### config.mk
export PLATFORM = sky130hd
export DESIGN_NAME = mft_timer
export DESIGN_NICKNAME = d
export VERILOG_FILES = /design/src/rtl/mft_pkg.sv /design/src/rtl/mft_pin_if.sv /design/src/rtl/mft_pin_sync.sv /design/src/rtl/mft_timer.sv
export SDC_FILE = /design/constraint.sdc
export NUM_CORES = 1
export LEC_CHECK = 0
export ABC_AREA = 0
export BUFFER_PORTS_ARGS = -buffer_cell sky130_fd_sc_hd__buf_2
export CORE_MARGIN = 1
export CORE_UTILIZATION = 50
export DETAILED_ROUTE_END_ITERATION = 10
export GPL_ROUTABILITY_DRIVEN = 0
export PLACE_DENSITY_LB_ADDON = 0.05
export SYNTH_ARGS = -nofsm -noshare
export SYNTH_HDL_FRONTEND = slang
export SYNTH_SLANG_ARGS = --single-unit
### constraint.sdc
create_clock -name ref_clk_in -period 8.7 [get_ports ref_clk_in]
set_clock_uncertainty 0.05 [all_clocks]
set_input_delay 0.435 -clock ref_clk_in [delete_from_list [all_inputs] [get_ports ref_clk_in]]
set_output_delay 0.435 -clock ref_clk_in [all_outputs]
set_load 0.02 [all_outputs]
### src/rtl/mft_pkg.sv
// Constants, field layouts and encodings of the multifunction timer.
// Assumes an 8-bit processor bus with 16-bit byte addresses.
package mft_pkg;
  // Register byte addresses
  localparam logic [15:0] ADDR_CTRL_ONE = 16'h0236;
  localparam logic [15:0] ADDR_CTRL_TWO = 16'h0237;
  localparam logic [15:0] ADDR_CTRL_THREE = 16'h0238;
  localparam logic [15:0] ADDR_PRESC_LO = 16'h0239;
  localparam logic [15:0] ADDR_PRESC_HI = 16'h023A;
  localparam logic [15:0] ADDR_ACCU_LO = 16'h023C;
  localparam logic [15:0] ADDR_ACCU_HI = 16'h023D;
  localparam logic [15:0] ADDR_ADDEND_LO = 16'h023E;
  localparam logic [15:0] ADDR_ADDEND_HI = 16'h023F;

  // Control one fields
  localparam int C1_SER_LEVEL = 7;
  localparam int C1_CLK_HI = 6;
  localparam int C1_CLK_LO = 5;
  localparam int C1_STOP = 4;
  localparam int C1_START_HI = 3;
  localparam int C1_START_LO = 2;
  localparam int C1_HALF_LOAD = 1;
  localparam int C1_EDGE = 0;
  // Control two fields
  localparam int C2_PIN_HI = 7;
  localparam int C2_PIN_LO = 6;
  localparam int C2_LATCH_HI = 5;
  localparam int C2_LATCH_LO = 3;
  localparam int C2_ACLK_HI = 2;
  localparam int C2_ACLK_LO = 1;
  localparam int C2_CHAIN = 0;
  // Control three fields
  localparam int C3_IRQ_HI = 7;
  localparam int C3_IRQ_LO = 5;
  localparam int C3_LOAD_HI = 4;
  localparam int C3_LOAD_LO = 3;
  localparam int C3_LO_M1 = 2;
  localparam int C3_HI_M1 = 1;
  localparam int C3_SERIAL = 0;

  localparam logic [7:0] CTRL_RESET = 8'h00;
  localparam logic [15:0] WORD_RESET = 16'h0000;
  localparam logic [7:0] MINUS_ONE = 8'hFF;
  localparam logic [7:0] READ_ZERO = 8'h00;

  typedef enum logic [1:0] {
    MFT_CLK_PIN = 2'b00, MFT_CLK_OSC = 2'b01, MFT_CLK_PHI = 2'b10, MFT_CLK_NONE = 2'b11
  } mft_clk_t;
  typedef enum logic [1:0] {
    MFT_ST_ALWAYS = 2'b00, MFT_ST_EDGE = 2'b01, MFT_ST_HIGH = 2'b10, MFT_ST_LOW = 2'b11
  } mft_start_t;
  typedef enum logic [1:0] {
    MFT_PO_OFF = 2'b00, MFT_PO_SERIAL = 2'b01, MFT_PO_PWM = 2'b10, MFT_PO_CARRY = 2'b11
  } mft_pinout_t;
  typedef enum logic [2:0] {
    MFT_RL_OFF = 3'b000, MFT_RL_CARRY_LO = 3'b001, MFT_RL_CARRY_HI = 3'b010,
    MFT_RL_PIN = 3'b011, MFT_RL_NPIN = 3'b100, MFT_RL_PRESC_OUT = 3'b101,
    MFT_RL_PRESC_IN = 3'b110
  } mft_latch_t;
  typedef enum logic [1:0] {
    MFT_AC_PRESC_IN = 2'b00, MFT_AC_PRESC_OUT = 2'b01, MFT_AC_PIN = 2'b10, MFT_AC_NPIN = 2'b11
  } mft_aclk_t;
  typedef enum logic [2:0] {
    MFT_IE_NONE = 3'b000, MFT_IE_PIN = 3'b001, MFT_IE_NPIN = 3'b010,
    MFT_IE_CARRY_LO = 3'b011, MFT_IE_CARRY_HI = 3'b100
  } mft_irq_t;
  typedef enum logic [1:0] {
    MFT_LD_NONE = 2'b00, MFT_LD_CARRY_LO = 2'b01, MFT_LD_CARRY_HI = 2'b10, MFT_LD_REG = 2'b11
  } mft_load_t;
endpackage

### src/rtl/mft_pin_if.sv
// Synchronised pin levels and edges passed from the pin synchroniser to the timer core.
// Assumes both ends run on the timer's single clock.
`timescale 1ns/1ps
interface mft_pin_if #(parameter int WIDTH = 2);
  logic [WIDTH-1:0] level;
  logic [WIDTH-1:0] rise;
  logic [WIDTH-1:0] fall;
  modport sync (output level, output rise, output fall);
  modport core (input level, input rise, input fall);
endinterface

### src/rtl/mft_pin_sync.sv
// Three-stage synchroniser and edge detector for the timer's external pins.
// Assumes raw pins are asynchronous to ref_clk_in.
`timescale 1ns/1ps
module mft_pin_sync #(
  parameter int WIDTH = 2
) (
  // Clock, reset, enable
  input wire logic ref_clk_in,
  input wire logic rst_n_in,
  input wire logic ce_in,
  // Raw pins
  input wire logic [WIDTH-1:0] raw_in,
  // Clean side
  mft_pin_if.sync pins
);
  logic [WIDTH-1:0] s1_ff;
  logic [WIDTH-1:0] s2_ff;
  logic [WIDTH-1:0] s3_ff;
  logic [WIDTH-1:0] level_ff;
  logic [WIDTH-1:0] agree;

  always_ff @(posedge ref_clk_in or negedge rst_n_in) begin
    if (!rst_n_in) begin
      s1_ff <= '0;
      s2_ff <= '0;
      s3_ff <= '0;
      level_ff <= '0;
    end else if (ce_in) begin
      s1_ff <= raw_in;
      s2_ff <= s1_ff;
      s3_ff <= s2_ff;
      // Only a level seen by both later stages counts
      level_ff <= (agree & s3_ff) | (~agree & level_ff);
    end
  end

  assign agree = ~(s2_ff ^ s3_ff);
  // Edges are single-cycle strobes, valid only while ce_in is high
  assign pins.rise = {WIDTH{ce_in}} & agree & s3_ff & ~level_ff;
  assign pins.fall = {WIDTH{ce_in}} & agree & ~s3_ff & level_ff;
  assign pins.level = level_ff;
endmodule

### src/rtl/mft_timer.sv
// Multifunction 16-bit timer/counter with byte registers on the processor bus.
// Assumes osc and phase-two strobes are one-cycle pulses on ref_clk_in.
//
// Functional notes
// - Clock source: 00 pin, 01 oscillator, 10 phase-two clock, 11 none.
// - Counter stop bit set halts counting on accumulator carry out.
// - Start: 00 always, 01 after an edge, 10 pin high, 11 pin low.
// - Control one bit 1 enables half load of the accumulators.
// - Active edge bit: 0 rising, 1 falling.
// - Control one bit 7 enables the second serial input level.
// - Pin output: 00 off, 01 serial, 10 PWM, 11 high accumulator carry.
// - Read latch trigger: off, carries, pin, inverted pin, prescaler out or in.
// - Accumulator clock: prescaler input, prescaler output, pin, inverted pin.
// - Control two bit 0 chains both bytes into one 16-bit accumulator.
// - Interrupt event: none, pin, inverted pin, low carry, high carry.
// - Reload event: never, low carry, high carry; code 11 (register load) never reloads.
// - Low accumulator adds the adder register, or minus one when set.
// - High accumulator adds the adder register, or minus one when set.
// - Control three bit 0 enables serial mode.
// - Prescaler is a 16-bit write-only value, low then high byte.
// - Accumulator bytes are loadable by processor byte writes.
// - Adder register is written and read back as two bytes.
// - Interrupt request feeds interrupt controller source 2, prioritised elsewhere.
`timescale 1ns/1ps
module mft_timer (
  // Clock, reset, enable
  input wire logic ref_clk_in,
  input wire logic rst_n_in,
  input wire logic ce_in,
  // Processor bus
  input wire logic [15:0] bus_addr_in,
  input wire logic bus_wr_in,
  input wire logic bus_rd_in,
  input wire logic [7:0] bus_wdata_in,
  output logic [7:0] bus_rdata_out,
  // Clock strobes
  input wire logic osc_tick_in,
  input wire logic processor_phase_two_clock_in,
  // Pins
  input wire logic timer_pin_in,
  input wire logic serial_in_two_in,
  output logic timer_pin_out,
  output logic timer_pin_oe_out,
  // Status
  output logic irq_out,
  output logic running_out,
  output logic [15:0] capture_out
);
  mft_pin_if #(.WIDTH(2)) pins ();
  mft_pin_sync #(.WIDTH(2)) u_sync (
    .ref_clk_in(ref_clk_in),
    .rst_n_in(rst_n_in),
    .ce_in(ce_in),
    .raw_in({serial_in_two_in, timer_pin_in}),
    .pins(pins)
  );

  logic [7:0] ctrl1_ff, ctrl2_ff, ctrl3_ff;
  logic [15:0] presc_ld_ff, presc_cnt_ff, addend_ff, accu_ff;
  logic armed_ff, stopped_ff, carry_tgl_ff;
  logic pin_lvl, act_edge, other_edge, src_tick, run, presc_in, presc_out;
  logic step, carry_lo, carry_hi, reload, ser_bit, latch_ev, irq_ev, stop_ev, pin_nxt;
  logic [7:0] add_lo, add_hi;
  logic [8:0] sum_lo, sum_hi;

  function automatic logic wr_at(input logic [15:0] off);
    wr_at = bus_wr_in && (bus_addr_in == off);
  endfunction

  assign pin_lvl = pins.level[0];
  assign act_edge = ctrl1_ff[mft_pkg::C1_EDGE] ? pins.fall[0] : pins.rise[0];
  assign other_edge = ctrl1_ff[mft_pkg::C1_EDGE] ? pins.rise[0] : pins.fall[0];

  // Control and data registers
  always_ff @(posedge ref_clk_in or negedge rst_n_in) begin
    if (!rst_n_in) begin
      ctrl1_ff <= mft_pkg::CTRL_RESET;
      ctrl2_ff <= mft_pkg::CTRL_RESET;
      ctrl3_ff <= mft_pkg::CTRL_RESET;
      presc_ld_ff <= mft_pkg::WORD_RESET;
      addend_ff <= mft_pkg::WORD_RESET;
    end else if (ce_in) begin
      if (wr_at(mft_pkg::ADDR_CTRL_ONE)) ctrl1_ff <= bus_wdata_in;
      if (wr_at(mft_pkg::ADDR_CTRL_TWO)) ctrl2_ff <= bus_wdata_in;
      if (wr_at(mft_pkg::ADDR_CTRL_THREE)) ctrl3_ff <= bus_wdata_in;
      if (wr_at(mft_pkg::ADDR_PRESC_LO)) presc_ld_ff[7:0] <= bus_wdata_in;
      if (wr_at(mft_pkg::ADDR_PRESC_HI)) presc_ld_ff[15:8] <= bus_wdata_in;
      if (wr_at(mft_pkg::ADDR_ADDEND_LO)) addend_ff[7:0] <= bus_wdata_in;
      if (wr_at(mft_pkg::ADDR_ADDEND_HI)) addend_ff[15:8] <= bus_wdata_in;
    end
  end

  // Read port: only the adder bytes hold defined data
  always_ff @(posedge ref_clk_in or negedge rst_n_in) begin
    if (!rst_n_in) begin
      bus_rdata_out <= mft_pkg::READ_ZERO;
    end else if (ce_in && bus_rd_in) begin
      case (bus_addr_in)
        mft_pkg::ADDR_ADDEND_LO: bus_rdata_out <= addend_ff[7:0];
        mft_pkg::ADDR_ADDEND_HI: bus_rdata_out <= addend_ff[15:8];
        default: bus_rdata_out <= mft_pkg::READ_ZERO;
      endcase
    end
  end

  // Timer clock and start gating
  always_comb begin
    case (mft_pkg::mft_clk_t'(ctrl1_ff[mft_pkg::C1_CLK_HI:mft_pkg::C1_CLK_LO]))
      mft_pkg::MFT_CLK_PIN: src_tick = act_edge;
      mft_pkg::MFT_CLK_OSC: src_tick = osc_tick_in;
      mft_pkg::MFT_CLK_PHI: src_tick = processor_phase_two_clock_in;
      default: src_tick = 1'b0;
    endcase
    case (mft_pkg::mft_start_t'(ctrl1_ff[mft_pkg::C1_START_HI:mft_pkg::C1_START_LO]))
      mft_pkg::MFT_ST_ALWAYS: run = !stopped_ff;
      mft_pkg::MFT_ST_EDGE: run = !stopped_ff && armed_ff;
      mft_pkg::MFT_ST_HIGH: run = !stopped_ff && pin_lvl;
      default: run = !stopped_ff && !pin_lvl;
    endcase
  end

  assign presc_in = ce_in && src_tick && run;
  assign presc_out = presc_in && (presc_cnt_ff == mft_pkg::WORD_RESET);

  // Armed after the chosen edge; a rewrite of control one disarms, edge wins
  always_ff @(posedge ref_clk_in or negedge rst_n_in) begin
    if (!rst_n_in) begin
      armed_ff <= 1'b0;
    end else if (ce_in) begin
      if (act_edge) armed_ff <= 1'b1;
      else if (wr_at(mft_pkg::ADDR_CTRL_ONE)) armed_ff <= 1'b0;
    end
  end

  // Prescaler divides by value plus one
  always_ff @(posedge ref_clk_in or negedge rst_n_in) begin
    if (!rst_n_in) begin
      presc_cnt_ff <= mft_pkg::WORD_RESET;
    end else if (presc_in) begin
      if (presc_out) presc_cnt_ff <= presc_ld_ff;
      else presc_cnt_ff <= presc_cnt_ff - 16'h0001;
    end
  end

  // Accumulator clock and adder
  always_comb begin
    case (mft_pkg::mft_aclk_t'(ctrl2_ff[mft_pkg::C2_ACLK_HI:mft_pkg::C2_ACLK_LO]))
      mft_pkg::MFT_AC_PRESC_IN: step = presc_in;
      mft_pkg::MFT_AC_PRESC_OUT: step = presc_out;
      mft_pkg::MFT_AC_PIN: step = run && act_edge;
      default: step = run && other_edge;
    endcase
  end

  assign add_lo = ctrl3_ff[mft_pkg::C3_LO_M1] ? mft_pkg::MINUS_ONE : addend_ff[7:0];
  assign add_hi = ctrl3_ff[mft_pkg::C3_HI_M1] ? mft_pkg::MINUS_ONE : addend_ff[15:8];
  assign sum_lo = {1'b0, accu_ff[7:0]} + {1'b0, add_lo};
  // Chaining passes the low carry into the high byte
  assign sum_hi = {1'b0, accu_ff[15:8]} + {1'b0, add_hi} +
                  {8'h00, ctrl2_ff[mft_pkg::C2_CHAIN] & sum_lo[8]};
  assign carry_lo = step && sum_lo[8] && !ctrl3_ff[mft_pkg::C3_SERIAL];
  assign carry_hi = step && sum_hi[8] && !ctrl3_ff[mft_pkg::C3_SERIAL];
  assign ser_bit = ctrl1_ff[mft_pkg::C1_SER_LEVEL] ? pins.level[1] : pin_lvl;
  assign stop_ev = ctrl2_ff[mft_pkg::C2_CHAIN] ? carry_hi : carry_lo;

  always_comb begin
    case (mft_pkg::mft_load_t'(ctrl3_ff[mft_pkg::C3_LOAD_HI:mft_pkg::C3_LOAD_LO]))
      mft_pkg::MFT_LD_CARRY_LO: reload = carry_lo;
      mft_pkg::MFT_LD_CARRY_HI: reload = carry_hi;
      default: reload = 1'b0;
    endcase
  end

  // Accumulator; bus writes win over counting
  always_ff @(posedge ref_clk_in or negedge rst_n_in) begin
    if (!rst_n_in) begin
      accu_ff <= mft_pkg::WORD_RESET;
    end else if (ce_in) begin
      if (wr_at(mft_pkg::ADDR_ACCU_LO) || wr_at(mft_pkg::ADDR_ACCU_HI)) begin
        if (wr_at(mft_pkg::ADDR_ACCU_LO)) accu_ff[7:0] <= bus_wdata_in;
        if (wr_at(mft_pkg::ADDR_ACCU_HI)) accu_ff[15:8] <= bus_wdata_in;
      end else if (step && ctrl3_ff[mft_pkg::C3_SERIAL]) begin
        accu_ff[7:0] <= {accu_ff[6:0], ser_bit};
      end else if (reload) begin
        accu_ff[7:0] <= addend_ff[7:0];
        // Half load keeps the high byte counting
        if (ctrl1_ff[mft_pkg::C1_HALF_LOAD]) accu_ff[15:8] <= sum_hi[7:0];
        else accu_ff[15:8] <= addend_ff[15:8];
      end else if (step) begin
        accu_ff <= {sum_hi[7:0], sum_lo[7:0]};
      end
    end
  end

  // Stop on carry; set wins over the clearing rewrite
  always_ff @(posedge ref_clk_in or negedge rst_n_in) begin
    if (!rst_n_in) begin
      stopped_ff <= 1'b0;
    end else if (ce_in) begin
      if (ctrl1_ff[mft_pkg::C1_STOP] && stop_ev) stopped_ff <= 1'b1;
      else if (wr_at(mft_pkg::ADDR_CTRL_ONE)) stopped_ff <= 1'b0;
    end
  end

  // Capture and interrupt event selection
  always_comb begin
    case (mft_pkg::mft_latch_t'(ctrl2_ff[mft_pkg::C2_LATCH_HI:mft_pkg::C2_LATCH_LO]))
      mft_pkg::MFT_RL_CARRY_LO: latch_ev = carry_lo;
      mft_pkg::MFT_RL_CARRY_HI: latch_ev = carry_hi;
      mft_pkg::MFT_RL_PIN: latch_ev = pins.rise[0];
      mft_pkg::MFT_RL_NPIN: latch_ev = pins.fall[0];
      mft_pkg::MFT_RL_PRESC_OUT: latch_ev = presc_out;
      mft_pkg::MFT_RL_PRESC_IN: latch_ev = presc_in;
      default: latch_ev = 1'b0;
    endcase
    case (mft_pkg::mft_irq_t'(ctrl3_ff[mft_pkg::C3_IRQ_HI:mft_pkg::C3_IRQ_LO]))
      mft_pkg::MFT_IE_PIN: irq_ev = pins.rise[0];
      mft_pkg::MFT_IE_NPIN: irq_ev = pins.fall[0];
      mft_pkg::MFT_IE_CARRY_LO: irq_ev = carry_lo;
      mft_pkg::MFT_IE_CARRY_HI: irq_ev = carry_hi;
      default: irq_ev = 1'b0;
    endcase
  end

  always_ff @(posedge ref_clk_in or negedge rst_n_in) begin
    if (!rst_n_in) begin
      capture_out <= mft_pkg::WORD_RESET;
    end else if (ce_in && latch_ev) begin
      capture_out <= accu_ff;
    end
  end

  // Strobe to interrupt controller source 2
  always_ff @(posedge ref_clk_in or negedge rst_n_in) begin
    if (!rst_n_in) irq_out <= 1'b0;
    else if (ce_in) irq_out <= irq_ev;
  end

  always_ff @(posedge ref_clk_in or negedge rst_n_in) begin
    if (!rst_n_in) running_out <= 1'b0;
    else if (ce_in) running_out <= run;
  end

  // Pin output
  always_ff @(posedge ref_clk_in or negedge rst_n_in) begin
    if (!rst_n_in) carry_tgl_ff <= 1'b0;
    else if (ce_in && carry_hi) carry_tgl_ff <= !carry_tgl_ff;
  end

  always_comb begin
    case (mft_pkg::mft_pinout_t'(ctrl2_ff[mft_pkg::C2_PIN_HI:mft_pkg::C2_PIN_LO]))
      mft_pkg::MFT_PO_SERIAL: pin_nxt = accu_ff[7];
      mft_pkg::MFT_PO_PWM: pin_nxt = accu_ff[15:8] < addend_ff[15:8];
      mft_pkg::MFT_PO_CARRY: pin_nxt = carry_tgl_ff;
      default: pin_nxt = 1'b0;
    endcase
  end

  always_ff @(posedge ref_clk_in or negedge rst_n_in) begin
    if (!rst_n_in) begin
      timer_pin_out <= 1'b0;
      timer_pin_oe_out <= 1'b0;
    end else if (ce_in) begin
      timer_pin_out <= pin_nxt;
      timer_pin_oe_out <= ctrl2_ff[mft_pkg::C2_PIN_HI:mft_pkg::C2_PIN_LO] != 2'b00;
    end
  end
endmodule

==> results.md <==
* Period minus WS final at 4.93 ns
* Synth-to-Final Area Change at 14.2%
* Port Buffer Count at 60
* Setup slack on the worst flop-to-flop path at between 3 and 4 ns
* Area contributors post-synth: dfrtp_1 44%, mux2_2 9.0%, ha_1 4.9%
* FILL cells at about 1200
* Clk Latency, worst-skew pair at ~0.42 ns
* MaxCap Viol Count at 0
* Leading area contributor after synthesis: dfrtp_1
* Cell Count Post-Placement at between 900 and 1000
* Clock transition at the registers of the reported paths at 0.06 ns
* Status: completed
* Die height at 122 um
* Hold Violations, Final at 0
* Vias at 5703
* Post-synth cell types at 72
* Clock buffer depth at 2
* Die Span X at around 120 um
* Leakage at around 4 nW
* Setup WS post-layout at between 3 and 4 ns
* PwrDens at between 200 and 250 nW/um2
* Global route total overflow at 0
* # IOs at 61
* Syn avg cell area at 10.3 um2
* Post-synthesis cell count at 698
* DRC at 0
* Top-area cell type share of the netlist area at between 40% and 50%
* Post-cts sizing count at 0
* First-pass GRT wire length at around 30000 um
* Hold Crit Class: input pin to async pin
* First-pass DRT Iterations at 6
* Setup TNS at 0 ns
* Synth top cells by count: 127 x dfrtp_1, 64 x nand2_1, 58 x o21ai_0, 57 x mux2_2, 43 x nor2_1
* Syn_nets at 762
* CP Cell Sequence: or2_2 > ha_1 > inv_1 > fa_1 > nor2b_1 > o31a_1 > o22a_1 > nand2_1 > fa_1 > fa_1 > nor2b_1 > o31a_1 > o221ai_1 > a21oi_1 > a211oi_1 > a211o_1 > o221a_2
* CP Launch Type: flop
* Number of inserted diodes at 0
* Crit-path max FO at 12
* Slew Viols, Final at 0
* Multi-input logic area at ~3700 um2
* Remaining antenna violation count after routing at 0
* Std-Cell Rows at 43
* Via density per instance at 6.02
* Reg area at around 3200 um2
* Core box area at around 14000 um2
* Crit path kind: flop to flop
* Post-synth EDFFs at 0
* Final count of negative-setup-slack endpoints at 0
* Starting density of the core at 51.4%
* Synthesized area at approximately 7000 um2
* H-tree depth at 4
* CTS Hold Bufs at 0
* Required time worst endpoint at a little under 9 ns
* Initial drt markers at between 400 and 500
* Nets@finish at between 800 and 900
* Critical path arrival at a little over 5 ns
* Final period util at 56.6%
* Slew margin rel. at a little under two fifths
* Die area at approximately 15000 um2
* Pin count of the biggest net entering global routing at 69
* DPL Wire Length at between 10000 and 15000 um
* Inserted Clock Buffers at 17
* Crit. End Element: flop
* Tot GR Track Use at 27.4%
* Most used cell, CP: fa_1
* WL final at about 19000 um
* F_max at 0.203 GHz
* Worst slew pin tran at 0.928 ns
* Post-DR wirelength/cell at 20.0 um
* RSZ-0062 raised after global routing: false
* Ratio of cells with drive above 1 in the final layout at 25.4%
* Vias in the first global route at roughly 5500
* Sequential area share after synthesis at between 40 and 50%
* Post-synthesis register bit count at between 100 and 150
* VDD IR-drop max at 164 uV
* Initial antenna violation count at 0
* Dpl ws at approximately 3.8 ns
* Post-Layout Cell Count at roughly 950
* Dominant cell by count in the synthesized netlist: dfrtp_1
* Final core occ at 58.7%
* TritonCTS clock tree: done
* Slowest stage delay, CP at around 0.74 ns
* Crit path max-delay cell type: a21oi_1
* Top_reg_cell synth: dfrtp_1
* FFs w/ async S/R, synth at 100%
* Post-CTS Setup Bufs at 0
* CTS sink count at between 100 and 150
* CTS root buf: clkbuf_16
* Yosys warns at 0
cell type report:
cell class	instances	area share (%)
repair buffers	64	4.07
inverters	38	1.74
clock buffers	23	5.97
flip-flops and latches	127	38.9
well taps	180	2.75
clock inverters	7	1.04
multi-input cells	509	45.6
registers in the layout, indices dropped and copies added (netlist names), named ones only:
name / cells
accu_ff: 16
addend_ff: 16
capture_out: 16
presc_cnt_ff: 16
presc_ld_ff: 16
bus_rdata_out: 8
ctrl1_ff: 8
ctrl2_ff: 8
ctrl3_ff: 8
u_sync.s1_ff: 2
u_sync.s2_ff: 2
u_sync.s3_ff: 2
armed_ff: 1
carry_tgl_ff: 1
irq_out: 1
running_out: 1
stopped_ff: 1
timer_pin_oe_out: 1
timer_pin_out: 1
cells in the final DEF (no fill, tap or decap), types with 17 or more instances in the layout:
master,count
inv_1,38
dfrtp_1,127
mux2_2,57
o21ai_0,58
ha_1,28
a21oi_1,29
nand2_1,64
nor3_1,18
buf_2,59
nor2_1,43
clkbuf_16,17
through the flow:
stage / area, um2 / hold slack (ns) / total power (W)
after CTS: 8180 / 0.0736 / 0.00175
after global placement: 7610 / 0.407 / 0.00103
after global routing: 8180 / 0.105 / 0.00183
after floorplan: 7160 / 0.0894 / 0.000940
after detailed placement: 7610 / 0.426 / 0.00105
final: 8180 / 0.0539 / 0.00174
cells by family after synthesis:
family,share of synthesized area (%)
and+or+nand+nor,15.6
AOI/OAI and AO/OA,16.0
DFF,44.4
muxes,13.3
buffers and inverters,3.56
adders and majority gates,5.73
xor gates and xnor gates,1.35
critical path, delay by kind of cell, from the launching register on:
kind	cells	cell delay [ns]
AND/OR/NAND/NOR	4	0.63
buffers and inverters	1	0.06
flip-flops	1	0.47
AO/OA/AOI/OAI	8	2.19
adder cells (fa/ha/maj)	4	1.40
per-layer routing:
metal,GRT usage [%],routed length (um),vias to the layer above
met5,0,0,-
met4,8.26,341,0
met3,5.43,1080,27
met2,40.4,8410,217
met1,40.4,9130,2816
li1,-,-,2643
final timing paths:
| check | depth (start not counted) | endpoint | startpoint |
|---|---|---|---|
| max | 17 | accu_ff[12] | ctrl3_ff[2] |
| min in group ref_clk_in | 2 | u_sync.s1_ff[1] | serial_in_two_in |
| max in group asynchronous | 2 | u_sync.s2_ff[0] | rst_n_in |
| min | 1 | addend_ff[11] | rst_n_in |
| min reg2reg | 2 | bus_rdata_out[0] | bus_rdata_out[0] |
| max reg2reg | 17 | accu_ff[12] | ctrl3_ff[2] |
power by group:
| part | internal [W] | total [W] | switching, W |
|---|---|---|---|
| Combinational | 0.000140 | 0.000330 | 0.000190 |
| Sequential | 0.000644 | 0.000716 | 0.0000721 |
| Clock | 0.000446 | 0.000699 | 0.000253 |
No activity file was read; power rests on OpenSTA's default activity.
